### src/hdl/fbo_pkg.sv
// Purpose: shared constants and types for the fallback output controller
// Assumes: 200 MHz core clock from the internal chip oscillator
// Notes:   frequencies are held in hertz or hundredths of a hertz, cycles derived here

// ---------------------------------------------------------------------
// package
// ---------------------------------------------------------------------
package fbo_pkg;

    // clock rate
    localparam int unsigned CLK_FREQ_HZ = 200_000_000;

    // turn-signal frequency in hundredths of a hertz (1.25 Hz)
    localparam int unsigned TURN_FREQ_CHZ = 125;
    // dimming frequency in hertz
    localparam int unsigned DIM_FREQ_HZ = 100;

    // duty of the low portion, in percent
    localparam int unsigned TURN_LOW_PCT = 50;
    localparam int unsigned DIM_LOW_PCT = 20;

    // derived period counts; divide first to stay inside 32 bits
    localparam int unsigned TURN_PERIOD_CYC =
        (CLK_FREQ_HZ / TURN_FREQ_CHZ) * 100;
    localparam int unsigned DIM_PERIOD_CYC = CLK_FREQ_HZ / DIM_FREQ_HZ;

    // watchdog failures before automatic activation
    localparam logic [1:0] WD_FAILS_CFG12 = 2'h1;
    localparam logic [1:0] WD_FAILS_CFG34 = 2'h2;

    // reset values
    localparam logic RST_STRAP_LOW = 1'b1;
    localparam logic RST_PIN_LEVEL = 1'b0;

    // chip operating modes, gray coded along the power-up path
    typedef enum logic [2:0] {
        MODE_OFF       = 3'h0,
        MODE_INIT      = 3'h1,
        MODE_NORMAL    = 3'h3,
        MODE_STOP      = 3'h2,
        MODE_SLEEP     = 3'h6,
        MODE_RESTART   = 3'h7,
        MODE_FAIL_SAFE = 3'h5,
        MODE_FLASH     = 3'h4
    } fbo_mode_t;

    // release sequence of a fault-triggered activation
    typedef enum logic [1:0] {
        REL_IDLE      = 2'h0,
        REL_FAULT     = 2'h1,
        REL_RESTARTED = 2'h3,
        REL_ARMED     = 2'h2
    } fbo_rel_t;

endpackage

### src/hdl/fbo_top.sv
// Purpose: fail-safe fallback output control with pulsed companions
// Assumes: mode and event inputs come from logic on clk; supply
//          comparators and the strap pin are asynchronous
// Notes:   pins are open drain; an _oe_n low means the pin is pulled low
//
// Operation
// main fallback output is open drain, pulled low when active.
// activation comes from a failure condition or an SPI command.
// below the minimum supply threshold the fallback stays released.
// turn signal pulses only while the fallback output is active.
// shared dimming/strap pin is an input in init mode only.
// dimming pulse is low 20 percent, released 80 percent.
// dimming drive is inhibited during init mode.
// strap held at ground selects software development mode.
// strap pull-up is enabled only in init mode.
// development mode needs strap low for the whole init interval.
// development mode is kept until the chip goes off.
// normal mode: off unless SPI on; earlier activation persists.
// init forces off, fail-safe forces on, other modes keep state.
// watchdog failures trigger activation: first or second by config.
// restart mode: reset short or regulator undervoltage timeout activates.
// init timeout and regulator thermal shutdown activate in any mode.
// SPI activation from normal mode persists across modes.
// SPI activation clears only on an SPI release command.
// fault release needs restart, normal, good watchdog, SPI release.
// turn signal runs at 1.25 Hz.
// turn signal duty is 50 percent low.
// dimming pulse runs at 100 Hz.
// waveforms divide the oscillator and start low on activation.

`timescale 1ns/10ps

module fbo_top #(
    parameter int unsigned TURN_PERIOD_CYC = fbo_pkg::TURN_PERIOD_CYC,
    parameter int unsigned DIM_PERIOD_CYC = fbo_pkg::DIM_PERIOD_CYC
) (
    input wire logic clk,                        // 200 MHz oscillator
    input wire logic nrst,                       // power-off reset
    input wire fbo_pkg::fbo_mode_t chip_mode,    // current chip mode
    input wire logic supply_fb_ok,               // above fallback minimum
    input wire logic supply_pwr_ok,              // above power-off level
    input wire logic wd_fail,                    // watchdog failure pulse
    input wire logic wd_trigger_ok,              // good watchdog pulse
    input wire logic cfg_second_fail,            // config 3/4 selected
    input wire logic reset_short_supply,         // reset clamped high
    input wire logic reset_short_gnd,            // reset clamped low
    input wire logic main_uv_timeout,            // regulator uv timeout
    input wire logic init_timeout,               // init mode timed out
    input wire logic main_thermal_sd,            // regulator thermal off
    input wire logic spi_activate,               // SPI activation pulse
    input wire logic spi_release,                // SPI release pulse
    input wire logic strap_pin_i,                // shared pin level
    output logic fallback_output_o,              // pin level when driven
    output logic fallback_output_oe_n,           // low pulls pin low
    output logic turn_signal_pulse_output_o,     // pin level when driven
    output logic turn_signal_pulse_output_oe_n,  // low pulls pin low
    output logic dimming_pulse_output_o,         // pin level when driven
    output logic dimming_pulse_output_oe_n,      // low pulls pin low
    output logic strap_pullup_en,                // internal pull-up on
    output logic sw_dev_mode,                    // development mode held
    output logic fallback_active                 // fallback state
);

    // ---------------------------------------------------------------------
    // reset release
    // ---------------------------------------------------------------------
    logic rst_q1;
    logic rst_n;

    // assert at once, release through two flops
    always_ff @(posedge clk or negedge nrst) begin
        if (!nrst) begin
            rst_q1 <= 1'b0;
            rst_n <= 1'b0;
        end else begin
            rst_q1 <= 1'b1;
            rst_n <= rst_q1;
        end
    end

    // ---------------------------------------------------------------------
    // input synchronisers
    // ---------------------------------------------------------------------
    logic [2:0] async_s;
    logic fb_supply_s;
    logic pwr_supply_s;
    logic strap_s;

    // strap idles high, matching the pull-up; supplies idle low
    fbo_sync #(
        .WIDTH(3),
        .RST_VAL(3'h4)
    ) u_sync (
        .clk(clk),
        .rst_n(rst_n),
        .din({strap_pin_i, supply_pwr_ok, supply_fb_ok}),
        .dout(async_s)
    );

    assign fb_supply_s = async_s[0];
    assign pwr_supply_s = async_s[1];
    assign strap_s = async_s[2];

    // ---------------------------------------------------------------------
    // mode decode
    // ---------------------------------------------------------------------
    logic in_init;
    logic in_normal;
    logic in_restart;
    logic in_fail_safe;
    logic in_off;

    function automatic logic is_mode(input fbo_pkg::fbo_mode_t m,
                                     input fbo_pkg::fbo_mode_t ref_m);
        is_mode = (m == ref_m);
    endfunction

    assign in_init = is_mode(chip_mode, fbo_pkg::MODE_INIT);
    assign in_normal = is_mode(chip_mode, fbo_pkg::MODE_NORMAL);
    assign in_restart = is_mode(chip_mode, fbo_pkg::MODE_RESTART);
    assign in_fail_safe = is_mode(chip_mode, fbo_pkg::MODE_FAIL_SAFE);
    assign in_off = is_mode(chip_mode, fbo_pkg::MODE_OFF);

    // ---------------------------------------------------------------------
    // SPI commanded activation
    // ---------------------------------------------------------------------
    logic spi_hold_q;
    logic spi_set;

    // only accepted in normal mode
    assign spi_set = spi_activate && in_normal;

    // set wins over release; survives every later mode change
    always_ff @(posedge clk or negedge rst_n) begin
        if (!rst_n) begin
            spi_hold_q <= 1'b0;
        end else if (spi_set) begin
            spi_hold_q <= 1'b1;
        end else if (spi_release) begin
            spi_hold_q <= 1'b0;
        end
    end

    // ---------------------------------------------------------------------
    // watchdog failure count
    // ---------------------------------------------------------------------
    logic [1:0] wd_cnt_q;
    logic [1:0] wd_cnt_d;
    logic [1:0] wd_limit;
    logic wd_trip;

    assign wd_limit = cfg_second_fail ? fbo_pkg::WD_FAILS_CFG34
                                      : fbo_pkg::WD_FAILS_CFG12;

    // saturating count of failures seen in normal mode
    always_comb begin
        wd_cnt_d = wd_cnt_q;
        if (wd_fail && in_normal && wd_cnt_q != 2'h3) begin
            wd_cnt_d = wd_cnt_q + 2'h1;
        end
    end

    assign wd_trip = wd_fail && in_normal && (wd_cnt_d >= wd_limit);

    // a good trigger starts the count over
    always_ff @(posedge clk or negedge rst_n) begin
        if (!rst_n) begin
            wd_cnt_q <= 2'h0;
        end else if (wd_trigger_ok && !wd_fail) begin
            wd_cnt_q <= 2'h0;
        end else begin
            wd_cnt_q <= wd_cnt_d;
        end
    end

    // ---------------------------------------------------------------------
    // fault events
    // ---------------------------------------------------------------------
    logic fault_evt;

    // restart faults count only in restart mode; thermal and init anywhere
    assign fault_evt = wd_trip
        || (in_restart && (reset_short_supply || reset_short_gnd
                           || main_uv_timeout))
        || init_timeout || main_thermal_sd
        || in_fail_safe;

    // ---------------------------------------------------------------------
    // release sequence
    // ---------------------------------------------------------------------
    fbo_pkg::fbo_rel_t rel_q;
    fbo_pkg::fbo_rel_t rel_d;

    // a new fault always wins over any step of the release
    always_comb begin
        rel_d = rel_q;
        case (rel_q)
            fbo_pkg::REL_IDLE: begin
                rel_d = fbo_pkg::REL_IDLE;
            end
            fbo_pkg::REL_FAULT: begin
                if (in_restart) begin
                    rel_d = fbo_pkg::REL_RESTARTED;
                end
            end
            fbo_pkg::REL_RESTARTED: begin
                if (in_normal && wd_trigger_ok) begin
                    rel_d = fbo_pkg::REL_ARMED;
                end
            end
            fbo_pkg::REL_ARMED: begin
                if (in_restart) begin
                    rel_d = fbo_pkg::REL_RESTARTED;
                end else if (in_normal && spi_release) begin
                    rel_d = fbo_pkg::REL_IDLE;
                end
            end
            default: begin
                rel_d = fbo_pkg::REL_FAULT;
            end
        endcase
        if (in_init) begin
            rel_d = fbo_pkg::REL_IDLE;
        end
        if (fault_evt) begin
            rel_d = fbo_pkg::REL_FAULT;
        end
    end

    always_ff @(posedge clk or negedge rst_n) begin
        if (!rst_n) begin
            rel_q <= fbo_pkg::REL_IDLE;
        end else begin
            rel_q <= rel_d;
        end
    end

    // ---------------------------------------------------------------------
    // fallback activation
    // ---------------------------------------------------------------------
    logic active_q;
    logic request;

    // stop, sleep and flash simply keep the latches as they are
    assign request = spi_hold_q || (rel_q != fbo_pkg::REL_IDLE);

    // supply too low or init mode keeps the stage released
    always_ff @(posedge clk or negedge rst_n) begin
        if (!rst_n) begin
            active_q <= 1'b0;
        end else begin
            active_q <= request && fb_supply_s && !in_init;
        end
    end

    // ---------------------------------------------------------------------
    // pulse waveforms
    // ---------------------------------------------------------------------
    logic turn_low;
    logic dim_low;

    function automatic int unsigned low_cycles(input int unsigned period,
                                               input int unsigned pct);
        int unsigned n;
        n = (period / 100) * pct;
        low_cycles = (n == 0) ? 1 : n;
    endfunction

    fbo_pulse_gen #(
        .PERIOD(TURN_PERIOD_CYC),
        .LOW(low_cycles(TURN_PERIOD_CYC, fbo_pkg::TURN_LOW_PCT))
    ) u_turn (
        .clk(clk),
        .rst_n(rst_n),
        .en(active_q),
        .low_phase(turn_low)
    );

    fbo_pulse_gen #(
        .PERIOD(DIM_PERIOD_CYC),
        .LOW(low_cycles(DIM_PERIOD_CYC, fbo_pkg::DIM_LOW_PCT))
    ) u_dim (
        .clk(clk),
        .rst_n(rst_n),
        .en(active_q),
        .low_phase(dim_low)
    );

    // ---------------------------------------------------------------------
    // pin drivers
    // ---------------------------------------------------------------------
    logic pin_level_q;

    // open drain stages only ever drive low
    always_ff @(posedge clk or negedge rst_n) begin
        if (!rst_n) begin
            pin_level_q <= fbo_pkg::RST_PIN_LEVEL;
        end else begin
            pin_level_q <= fbo_pkg::RST_PIN_LEVEL;
        end
    end

    assign fallback_output_o = pin_level_q;
    assign turn_signal_pulse_output_o = pin_level_q;
    assign dimming_pulse_output_o = pin_level_q;
    assign fallback_active = active_q;

    // enables registered; shared pin stays released in init for the strap
    always_ff @(posedge clk or negedge rst_n) begin
        if (!rst_n) begin
            fallback_output_oe_n <= 1'b1;
            turn_signal_pulse_output_oe_n <= 1'b1;
            dimming_pulse_output_oe_n <= 1'b1;
        end else begin
            fallback_output_oe_n <= !active_q;
            turn_signal_pulse_output_oe_n <= !(active_q && turn_low);
            dimming_pulse_output_oe_n <=
                !(active_q && dim_low && !in_init);
        end
    end

    // ---------------------------------------------------------------------
    // strap sampling
    // ---------------------------------------------------------------------
    logic strap_low_q;
    logic init_seen_q;

    // pull-up only while the strap is being read
    always_ff @(posedge clk or negedge rst_n) begin
        if (!rst_n) begin
            strap_pullup_en <= 1'b0;
        end else begin
            strap_pullup_en <= in_init;
        end
    end

    // one high sample in init spoils the selection; off re-arms it
    always_ff @(posedge clk or negedge rst_n) begin
        if (!rst_n) begin
            strap_low_q <= fbo_pkg::RST_STRAP_LOW;
            init_seen_q <= 1'b0;
        end else if (in_off || !pwr_supply_s) begin
            strap_low_q <= fbo_pkg::RST_STRAP_LOW;
            init_seen_q <= 1'b0;
        end else if (in_init) begin
            init_seen_q <= 1'b1;
            if (strap_s) begin
                strap_low_q <= 1'b0;
            end
        end
    end

    // latched at init exit, kept until the chip goes off
    always_ff @(posedge clk or negedge rst_n) begin
        if (!rst_n) begin
            sw_dev_mode <= 1'b0;
        end else if (in_off || !pwr_supply_s) begin
            sw_dev_mode <= 1'b0;
        end else if (init_seen_q && !in_init && strap_low_q) begin
            sw_dev_mode <= 1'b1;
        end
    end
endmodule

### src/hdl/fbo_sync.sv
// Purpose: two-flop synchroniser for pin and comparator levels
// Assumes: inputs are slow levels, not pulses
// Notes:   first stage feeds only the second stage

`timescale 1ns/10ps

module fbo_sync #(
    parameter int WIDTH = 1,
    parameter logic [WIDTH-1:0] RST_VAL = '0
) (
    input wire logic clk,               // core clock
    input wire logic rst_n,             // synchronised reset, active low
    input wire logic [WIDTH-1:0] din,   // asynchronous levels
    output logic [WIDTH-1:0] dout       // synchronised levels
);

    logic [WIDTH-1:0] meta_q;

    // ---------------------------------------------------------------------
    // two stages
    // ---------------------------------------------------------------------
    always_ff @(posedge clk or negedge rst_n) begin
        if (!rst_n) begin
            meta_q <= RST_VAL;
            dout <= RST_VAL;
        end else begin
            meta_q <= din;
            dout <= meta_q;
        end
    end

endmodule

### src/hdl/fbo_pulse_gen.sv
// Purpose: divider that produces a low/release waveform
// Assumes: period above low count, both at least one
// Notes:   held at phase zero while disabled, so each burst starts low

`timescale 1ns/10ps

module fbo_pulse_gen #(
    parameter int unsigned PERIOD = 100,
    parameter int unsigned LOW = 50
) (
    input wire logic clk,     // core clock
    input wire logic rst_n,   // synchronised reset, active low
    input wire logic en,      // run the waveform
    output logic low_phase    // high while the pin is to be pulled low
);

    logic [31:0] cnt_q;

    // ---------------------------------------------------------------------
    // period counter
    // ---------------------------------------------------------------------
    // restarting at zero on every enable keeps the first low slot full
    always_ff @(posedge clk or negedge rst_n) begin
        if (!rst_n) begin
            cnt_q <= 32'h0000_0000;
        end else if (!en || cnt_q == 32'(PERIOD - 1)) begin
            cnt_q <= 32'h0000_0000;
        end else begin
            cnt_q <= cnt_q + 32'h0000_0001;
        end
    end

    // low portion leads each period
    assign low_phase = en && (cnt_q < 32'(LOW));

endmodule

### config.mk
export PLATFORM = sky130hd
export DESIGN_NAME = fbo_top
export DESIGN_NICKNAME = d
export VERILOG_FILES = /design/src/hdl/fbo_pkg.sv /design/src/hdl/fbo_top.sv /design/src/hdl/fbo_sync.sv /design/src/hdl/fbo_pulse_gen.sv
export SDC_FILE = /design/constraint.sdc
export NUM_CORES = 1
export LEC_CHECK = 0
export BUFFER_PORTS_ARGS = -buffer_cell sky130_fd_sc_hd__buf_2
export CORE_MARGIN = 2
export CORE_UTILIZATION = 63
export DETAILED_ROUTE_END_ITERATION = 12
export PLACE_DENSITY = 0.8
export SYNTH_ARGS = -nofsm -noshare
export SYNTH_HDL_FRONTEND = slang
export SYNTH_HIERARCHICAL = 1
export SYNTH_SLANG_ARGS = --single-unit
export TNS_END_PERCENT = 5
### constraint.sdc
create_clock -name clk -period 7.6 [get_ports clk]
set_clock_uncertainty 0.05 [all_clocks]
set_input_delay 0.38 -clock clk [delete_from_list [all_inputs] [get_ports clk]]
set_output_delay 0.38 -clock clk [all_outputs]
set_load 0.02 [all_outputs]
==> results of run 1 <==
==> logic make-up (layout without fill, tap and decap cells) <==
logic type | after synthesis | in the layout
xor+xnor | 23 | 23
flops | 85 | 85
mux | 1 | 1
compound gates | 105 | 105
simple gates | 210 | 210
fa+ha+maj | 5 | 5
buf+inv | 36 | 59
other cells | 2 | 4
==> state kept, by name (all words and copies together), names as in the netlist <==
register,flops
fallback_output_oe_n,1
sw_dev_mode,1
dimming_pulse_output_oe_n,1
rel_q,2
init_seen_q,1
rst_n,1
turn_signal_pulse_output_oe_n,1
strap_low_q,1
fallback_active,1
u_turn/cnt_q,32
strap_pullup_en,1
rst_q1,1
u_sync/dout,3
spi_hold_q,1
wd_cnt_q,2
u_dim/cnt_q,32
u_sync/meta_q,3
==> worst max-delay path by stage <==
stage,depth (start not counted),start,end,slack [ps]
6_report,4,u_dim/cnt_q[11],u_dim/cnt_q[20],4810
5_1_grt,4,u_dim/cnt_q[11],u_dim/cnt_q[7],4670
4_1_cts,4,u_dim/cnt_q[11],u_dim/cnt_q[11],4830
3_5_place_dp,4,u_dim/cnt_q[11],u_dim/cnt_q[10],4830
3_3_place_gp,4,u_dim/cnt_q[12],u_dim/cnt_q[3],4900
2_1_floorplan,0,rst_n,fallback_active,5020
==> critical path, cell delays in order, from the launching register on <==
cell and delay (ps):
dfrtp_1 450, or4_1 510, or4_1 530, o31ai_4 960, a21oi_1 120
==> cells in the final DEF, fill, tap and decap left out, types with 10 or more instances in the layout <==
cell	count
or3_1	18
xnor2_1	13
nand3_1	22
nor2_1	37
o21ai_0	26
nand2_1	35
nand4_1	19
o31ai_1	16
and4_1	10
buf_2	23
or4_1	18
xor2_1	10
a21oi_1	41
dfrtp_1	78
inv_1	17
==> synth_stat cells, types with 3 or more instances <==
cell type / n / area, sq um
nor3_1: 5 / 25.02
buf_6: 4 / 45.04
inv_1: 17 / 63.81
or4_1: 18 / 135.1
dfrtp_1: 79 / 1977
nand2_1: 35 / 131.4
o21ai_0: 26 / 130.1
nor2b_1: 3 / 18.77
a21oi_1: 41 / 205.2
xnor2_1: 13 / 113.9
buf_2: 8 / 40.04
ha_1: 5 / 62.56
nor4_1: 7 / 43.79
or3_1: 18 / 112.6
xor2_1: 10 / 87.58
o31ai_1: 16 / 120.1
and3_1: 6 / 37.54
nand4_1: 19 / 118.9
and2_1: 9 / 56.30
and4_1: 10 / 87.58
buf_4: 4 / 30.03
dfstp_2: 6 / 157.7
nand3_1: 22 / 110.1
nor2_1: 37 / 138.9
nand4_2: 3 / 37.54
==> routing by layer <==
| layer | global-route usage, % | wire length [microns] |
|---|---|---|
| met1 | 33.66 | 4198 |
| met2 | 42.65 | 4502 |
| met3 | 4.571 | 445 |
| met4 | 9.091 | 115 |
| met5 | 0 | 0 |
==> metrics by stage <==
step           hold slack [ps]  instances
2_1_floorplan            34.41        469
3_3_place_gp             115.4        571
3_5_place_dp             115.8        571
4_1_cts                  57.03        588
5_1_grt                  46.41        588
6_report                 67.32        588
==> power breakdown <==
group	switching [mW]	internal (mW)	leakage, nW
combinational	0.0244	0.0147	0.720
clock	0.165	0.120	0.0820
sequential	0.0155	0.462	1.14
==> cell type report <==
class,count,area (sq um),area share (%)
inverter,18,67.56,1.403
clock inverter,7,50.05,1.039
clock buffer,9,123.9,2.572
tap,96,120.1,2.494
multi-input combinational,348,2183,45.34
timing repair buffer,25,132.6,2.754
sequential,85,2138,44.40
==> impl_metrics.tcl, run 1 <==
set metrics [dict create \
    viasPerCell 6.233 \
    dp_hpwl_microns 6347 \
    synth_flop_cell "dfrtp_1" \
    place.port_buffers 23 \
    grt_pass1_vias 3500 \
    end_kind "register" \
    status "completed" \
    grt_usage_pct 25.53 \
    die_area_sq_mm 0.007823 \
    crit_type "register to register" \
    synth_top_family_by_area "simple AND/OR/NAND/NOR gates" \
    cp_max_fo 29 \
    areaGrowthSynthToFinish_pct 7.185 \
    syn_area_sq_mm 0.004493 \
    synth_seq_cells 85 \
    yosys.cell_types.count 58 \
    finalSetupTns_ps 0 \
    place_area_sq_mm 0.004632 \
    antenna_cells 0 \
    max_freq_mhz 358.1 \
    firstDrtPassIters 5 \
    avgSynthCellArea_sq_um 9.621 \
    whs_path_depth 1 \
    pre_cts_slack_ps 4826 \
    cts_setup_buffers 0 \
    max-vdd-ir-drop_uv 131.2 \
    cts_root_buf "clkbuf_8" \
    setup_viol 0 \
    arrival_ps 2920 \
    synth_xor_area_share_pct 4.483 \
    cp.required_ps 7730 \
    cts.reportedPaths.clkPinSlew_ps 90 \
    worstHoldPathType "primary input to register" \
    cts_resized 0 \
    ios 27 \
    cts_made_buffers 9 \
    insertion_delay_ps 360 \
    fin_ws_ps 4808 \
    rsz0062_at_grt "false" \
    synth_fa_ha_area_share_pct 1.392 \
    netlist_instances 467 \
    drt_iter0_drc 308 \
    avgRoutedWirePerCell_microns 15.75 \
    synth.yosys.seq_area_share_pct 47.51 \
    initial_utilization_pct 65.77 \
    grt_overflow 0 \
    fin_util_pct 70.49 \
    ant_nets 0 \
    relSlewSlack_pct 20.76 \
    holdPathEnd "u_sync/meta_q[0]" \
    core-area_sq_mm 0.006832 \
    min_period_ps 2792 \
    drive_gt1_share_pct 12.60 \
    tightest_slew_ps 1189 \
    grt_pass1_wl_microns 15570 \
    p_per_area_mw_per_mm2 166.2 \
    gp_congestion 0.8464 \
    power_leakage_nw 1.941 \
    vias 3665 \
    regToRegStartpoint "u_dim/cnt_q[11]" \
    timing.final.crit_share_pct 36.74 \
    drc 0 \
    final_cell_area_sq_mm 0.004816 \
    clock_path_buffers 2 \
    clock_sinks 85 \
    r2r_setup_slack_ps 4810 \
    drv_cap 0 \
    r2r_end "u_dim/cnt_q[20]" \
    finalPower_mw 0.8004 \
    synth_simple_gate_area_share_pct 27.57 \
    synth_compound_area_share_pct 14.37 \
    tritoncts "built" \
    hold_buffers 1 \
    htreeDepth 3 \
    slew_viol_final 0 \
    async_flop_share_pct 100.0 \
    finalHoldViolCount 0 \
    die_h_microns 88.45 \
    crit_path_start_kind "register" \
    ys_warn_count 6 \
    grt_max_degree 84 \
    nets 510 \
    ff2ff_path_depth 4 \
    rows 30 \
    synth_edf_count 0 \
    totalWireLength_microns 9262 \
    min_from "supply_fb_ok" \
    die_w_microns 88.45 \
    synthMuxAreaShare_pct 0.2506 \
    nFillCells 563 \
    grt_antenna_before_repair 0 \
]
(Power assumes the default switching activity.)
==> inputs of run 2 (changes only) <==
- CORE_UTILIZATION: 63 -> 61
- PLACE_DENSITY: 0.8 -> 0.78
- clock period: 7.6 -> 2.8 ns (I/O delays scaled with it)
==> run 2 against run 1 <==
Compared with the run above:
- via count is 0.11% higher
- largest cell class unchanged
- first-iteration DRC count is 27% lower
- non-clock buffer count is 10 higher
- setup slack worse by 4300 ps
- critical path depth is 1 higher
- largest power group unchanged
- register-to-register slack worse by 4300 ps
- worst hold slack worse by 31 ps
- sequential cell count stayed put
==> impl_metrics.tcl, run 2 (synthesized netlist as in run 1, its figures left out) <==
set metrics [dict create \
    status "completed" \
    nets 520 \
    cts.reportedPaths.clkPinSlew_ps 90 \
    met2_usage_pct 39.02 \
    ant_nets 0 \
    grt_usage_pct 24.17 \
    crit_path_start_kind "register" \
    gp_congestion 0.9011 \
    cts_root_buf "clkbuf_8" \
    grt_max_degree 84 \
    antenna_cells 0 \
    max_freq_mhz 430.3 \
    areaGrowthSynthToFinish_pct 10.05 \
    slew_viol_final 0 \
    grt_antenna_before_repair 0 \
    arrival_ps 2570 \
    hold_buffers 8 \
    gr-usage-met1_pct 31.45 \
    stdcell_count 601 \
    crit_type "register to register" \
    initial_utilization_pct 62.62 \
    ios 27 \
    vias 3669 \
    grt_busiest_layer "met2" \
    clock_sinks 85 \
    grt.met3_usage_pct 5.448 \
    cp.required_ps 3050 \
    grt_pass1_wl_microns 16080 \
    multi_input_area_sq_mm 0.002183 \
    tightest_slew_ps 1028 \
    die_w_microns 89.83 \
    grt_overflow 0 \
    cp_max_fo 14 \
    cpPeakStageDelay_ps 720 \
    cts_made_buffers 9 \
    drc 0 \
    worstHoldPathType "primary input to async pin" \
    max-vdd-ir-drop_uv 275.3 \
    crit_top_cell "or4_1" \
    drt_iter0_drc 225 \
    final_cell_area_sq_mm 0.004945 \
    firstDrtPassIters 4 \
    drv_cap 0 \
    setup_viol 0 \
    r2r_setup_slack_ps 480 \
    nFillCells 578 \
    cts_resized 0 \
    end_kind "register" \
    insertion_delay_ps 360 \
    die_h_microns 89.83 \
    finalSetupTns_ps 0 \
    min_period_ps 2324 \
    rows 31 \
    dp.cells 577 \
    regArea_sq_mm 0.002138 \
    avgRoutedWirePerCell_microns 15.16 \
    final_cell_mix "dfrtp_1, a21oi_1, nor2_1, nand2_1, o21ai_0" \
    slowest_stage "or4_1" \
    dp_hpwl_microns 6117 \
    timing.final.crit_share_pct 83.00 \
    place.port_buffers 23 \
    cts_setup_buffers 0 \
    core-area_sq_mm 0.007176 \
    finalHoldViolCount 0 \
    p_per_area_mw_per_mm2 467.4 \
    final_common_cell "dfrtp_1" \
    cp_cell_sequence "ha_1 > nand2_1 > or4_1 > or4_1 > a21oi_1" \
    drive_gt1_share_pct 12.95 \
    htreeDepth 3 \
    clock_path_buffers 2 \
    viasPerCell 6.105 \
    power_leakage_nw 2.008 \
    place_area_sq_mm 0.004658 \
    rsz0062_at_grt "false" \
    grt_pass1_vias 3616 \
    totalWireLength_microns 9114 \
    tritoncts "built" \
    die_area_sq_mm 0.008069 \
    top_regs "u_dim/cnt_q x32, u_turn/cnt_q x32" \
    relSlewSlack_pct 31.45 \
]
-- run 2: changes by cell type in the layout (fill, tap and decap cells not counted) --
| cell | previous run | this run |
|---|---|---|
| buf_4 | 1 | 4 |
| bufinv_16 | 0 | 1 |
| clkbuf_8 | 9 | 10 |
| clkinv_2 | 2 | 1 |
| clkinv_4 | 0 | 1 |
| clkinvlp_4 | 3 | 1 |
| dlygate4sd3_1 | 1 | 8 |
-- run 2: worst max-delay path, delay by kind of cell, from the launching register on --
| family | cells | cell delay [ps] |
|---|---|---|
| compound gates | 1 | 150 |
| fa+ha+maj | 1 | 260 |
| flops | 1 | 420 |
| simple gates | 3 | 1380 |
-- run 2: power breakdown --
group	leakage, nW	switching (mW)	internal (mW)
Sequential	1.14	0.0363	1.25
Combinational	0.766	0.0724	0.0498
Clock	0.103	0.457	0.443
-- run 2: area by class of cell --
cell class / instances / share of cell area, %
clock buffers: 10 / 2.783
well taps: 99 / 2.505
multi-input cells: 348 / 44.15
repair buffers: 35 / 4.555
inverters: 18 / 1.366
flip-flops and latches: 85 / 43.24
clock inverters: 6 / 1.392
-- run 2: final timing paths --
check                            startpoint         endpoint  cells past startpoint
max in group asynchronous             rst_n  u_dim/cnt_q[19]                      0
setup / recovery             u_dim/cnt_q[0]  u_dim/cnt_q[30]                      5
min in group clk               init_timeout         rel_q[1]                      4
hold reg to reg            u_sync/meta_q[1]   u_sync/dout[1]                      0
hold / removal                         nrst            rst_n                      2
setup reg to reg             u_dim/cnt_q[0]  u_dim/cnt_q[30]                      5
-- run 2: routing by layer --
| layer | vias up | routed length, microns | share of wire (%) |
|---|---|---|---|
| li1 | 1785 | - | - |
| met1 | 1762 | 4183 | 46 |
| met2 | 94 | 4300 | 47 |
| met3 | 28 | 368 | 4.0 |
| met4 | 0 | 261 | 2.9 |
| met5 | - | 0 | 0 |
-- run 2: through the flow --
| stage | hold WS (ps) | utilization [%] | power (mW) | worst slack [ps] |
|---|---|---|---|---|
| 2_1_floorplan | -205.6 | - | 1.386 | 217.7 |
| 3_3_place_gp | -125.6 | 64.92 | 1.424 | 549.6 |
| 3_5_place_dp | -122.3 | 64.92 | 1.430 | 475.3 |
| 4_1_cts | 19.12 | 68.91 | 2.338 | 485.6 |
| 5_1_grt | 29.86 | 68.91 | 2.408 | 305.4 |
| 6_report | 35.87 | 68.91 | 2.311 | 475.9 |
==> inputs of run 3 (changes only) <==
- CORE_UTILIZATION: 61 -> 55
- PLACE_DENSITY: 0.78 -> 0.74
- clock period: 2.8 -> 2.05 ns (I/O delays scaled with it)
==> run 3 against run 2 <==
Compared with the run above:
- the flow now finishes with violations (setup timing)
- worst hold slack got worse by 12 ps
- global-route usage up 0.16 points
- routed wire length is 8.4% higher
- sequential cell count did not move
- setup slack got worse by 550 ps
- design area is 5.9% higher
- via count grew 5.1%
- clock power increased by 18%
- sequential power increased by 35%
- utilization fell by 1.9 points
- critical path depth did not move
- fmax increased by 9.5%
- critical path type unchanged
- largest power group unchanged
- highest routed layer unchanged
==> impl_metrics.tcl, run 3 (synthesized netlist as in run 1, its figures left out) <==
set metrics [dict create \
    stdcell_count 641 \
    drt_iter0_drc 226 \
    top_regs "u_dim/cnt_q x32, u_turn/cnt_q x32" \
    vias 3857 \
    slowest_stage "or4_1" \
    htreeDepth 3 \
    slew_viol_final 0 \
    grt_antenna_before_repair 0 \
    dp.cells 615 \
    viasPerCell 6.017 \
    power_leakage_nw 2.193 \
    ant_nets 0 \
    grt.met3_usage_pct 3.831 \
    cts_made_buffers 9 \
    grt_overflow 0 \
    max-vdd-ir-drop_uv 312.8 \
    violations "setup timing" \
    cpPeakStageDelay_ps 510 \
    max_freq_mhz 471.1 \
    met2_usage_pct 39.76 \
    die_area_sq_mm 0.008909 \
    ff2ff_path_depth 5 \
    avgRoutedWirePerCell_microns 15.41 \
    arrival_ps 2310 \
    core-area_sq_mm 0.007807 \
    crit_type "register to register" \
    min_period_ps 2123 \
    totalWireLength_microns 9881 \
    firstDrtPassIters 4 \
    die_w_microns 94.39 \
    place.port_buffers 23 \
    tritoncts "built" \
    areaGrowthSynthToFinish_pct 16.51 \
    fin_ws_ps -72.59 \
    grt_pass1_wl_microns 17000 \
    grt_usage_pct 24.32 \
    finalHoldViolCount 0 \
    gr-usage-met1_pct 32.67 \
    initial_utilization_pct 57.55 \
    ios 27 \
    grt_max_degree 36 \
    final_common_cell "dfrtp_1" \
    p_per_area_mw_per_mm2 576.8 \
    cts.reportedPaths.clkPinSlew_ps 90 \
    drc 0 \
    cts_setup_buffers 0 \
    path_buf_inv 1 \
    dp_hpwl_microns 6989 \
    cp.required_ps 2230 \
    end_kind "register" \
    gp_congestion 0.8352 \
    finalPower_mw 3.019 \
    final_cell_mix "dfrtp_1, a21oi_1, nor2_1, buf_4, nand2_1" \
    nets 557 \
    insertion_delay_ps 360 \
    status "finished with violations" \
    grt_busiest_layer "met2" \
    whs_path_depth 3 \
    grt_pass1_vias 3717 \
    rows 32 \
    clock_sinks 85 \
    pre_cts_slack_ps -70.41 \
    rsz0062_at_grt "true" \
    cp_cell_sequence "or4_1 > or4_4 > o31ai_4 > buf_4 > a21oi_1" \
    critical_path.top_delay_family "simple AND/OR/NAND/NOR gates" \
    cp_max_fo 10 \
    antenna_cells 0 \
    path_depth 5 \
    setup_viol 29 \
    clock_path_buffers 2 \
    timing.final.crit_share_pct 103.5 \
    drv_cap 0 \
    drive_gt1_share_pct 19.29 \
    cts_root_buf "clkbuf_8" \
    die_h_microns 94.39 \
    crit_path_start_kind "register" \
    worstHoldPathType "primary input to register" \
]
==> run 3: report_power, final <==
part / switching, mW / internal [mW]
logic: 0.129 / 0.0899
registers: 0.0308 / 1.71
clock network: 0.614 / 0.444
==> run 3: worst register-to-register path: stages (launching register included) <==
cell and delay [ps]:
dfrtp_1 410, or4_1 510, or4_4 510, o31ai_4 240, buf_4 230, a21oi_1 60
==> run 3: through the flow <==
stage | utilization [%] | cell area, sq um | setup TNS, ps | hold slack [ps]
6_report | 67.05 | 5235 | -1256 | 23.43
5_1_grt | 67.05 | 5235 | -3486 | 38.44
4_1_cts | 66.86 | 5220 | -1875 | 13.31
3_5_place_dp | 63.24 | 4937 | -1504 | -161.2
3_3_place_gp | 63.24 | 4937 | -19.47 | -162.5
2_1_floorplan | - | 4502 | -529.1 | -243.1
==> run 3: final cells by class <==
cell class              count  area, sq um
inverters                  18        67.56
multi-input cells         348         2201
repair buffers             72        528.0
fillers                   650         2572
clock inverters             7        48.80
flip-flops and latches     85         2138
well taps                 102        127.6
clock buffers               9        123.9
==> run 3: path summary, 6_finish.rpt <==
path                                       from                to  slack (ps)
min in group asynchronous                 rst_n    u_dim/cnt_q[7]         240
worst min register to register            rst_n    u_dim/cnt_q[7]         240
max in group asynchronous                 rst_n  u_sync/meta_q[2]        1040
worst max-delay path            u_dim/cnt_q[11]   u_dim/cnt_q[26]         -70
worst max register to register  u_dim/cnt_q[11]   u_dim/cnt_q[26]         -70
worst min-delay path               chip_mode[2]       strap_low_q          20
==> run 3: per-layer routing <==
| metal | vias up | part of all wire, % |
|---|---|---|
| li1 | 1873 | - |
| met5 | - | 0 |
| met1 | 1890 | 46 |
| met2 | 80 | 49 |
| met4 | 0 | 1.8 |
| met3 | 14 | 3.5 |
==> run 3: repair_timing <==
| action | 4_1_cts | 5_1_grt |
|---|---|---|
| gates resized for setup | 3 | 4 |
| hold endpoints to repair | 9 | 0 |
| pin swaps | 1 | 0 |
| hold buffers | 10 | 0 |
| endpoints found under the setup margin | 30 | 30 |
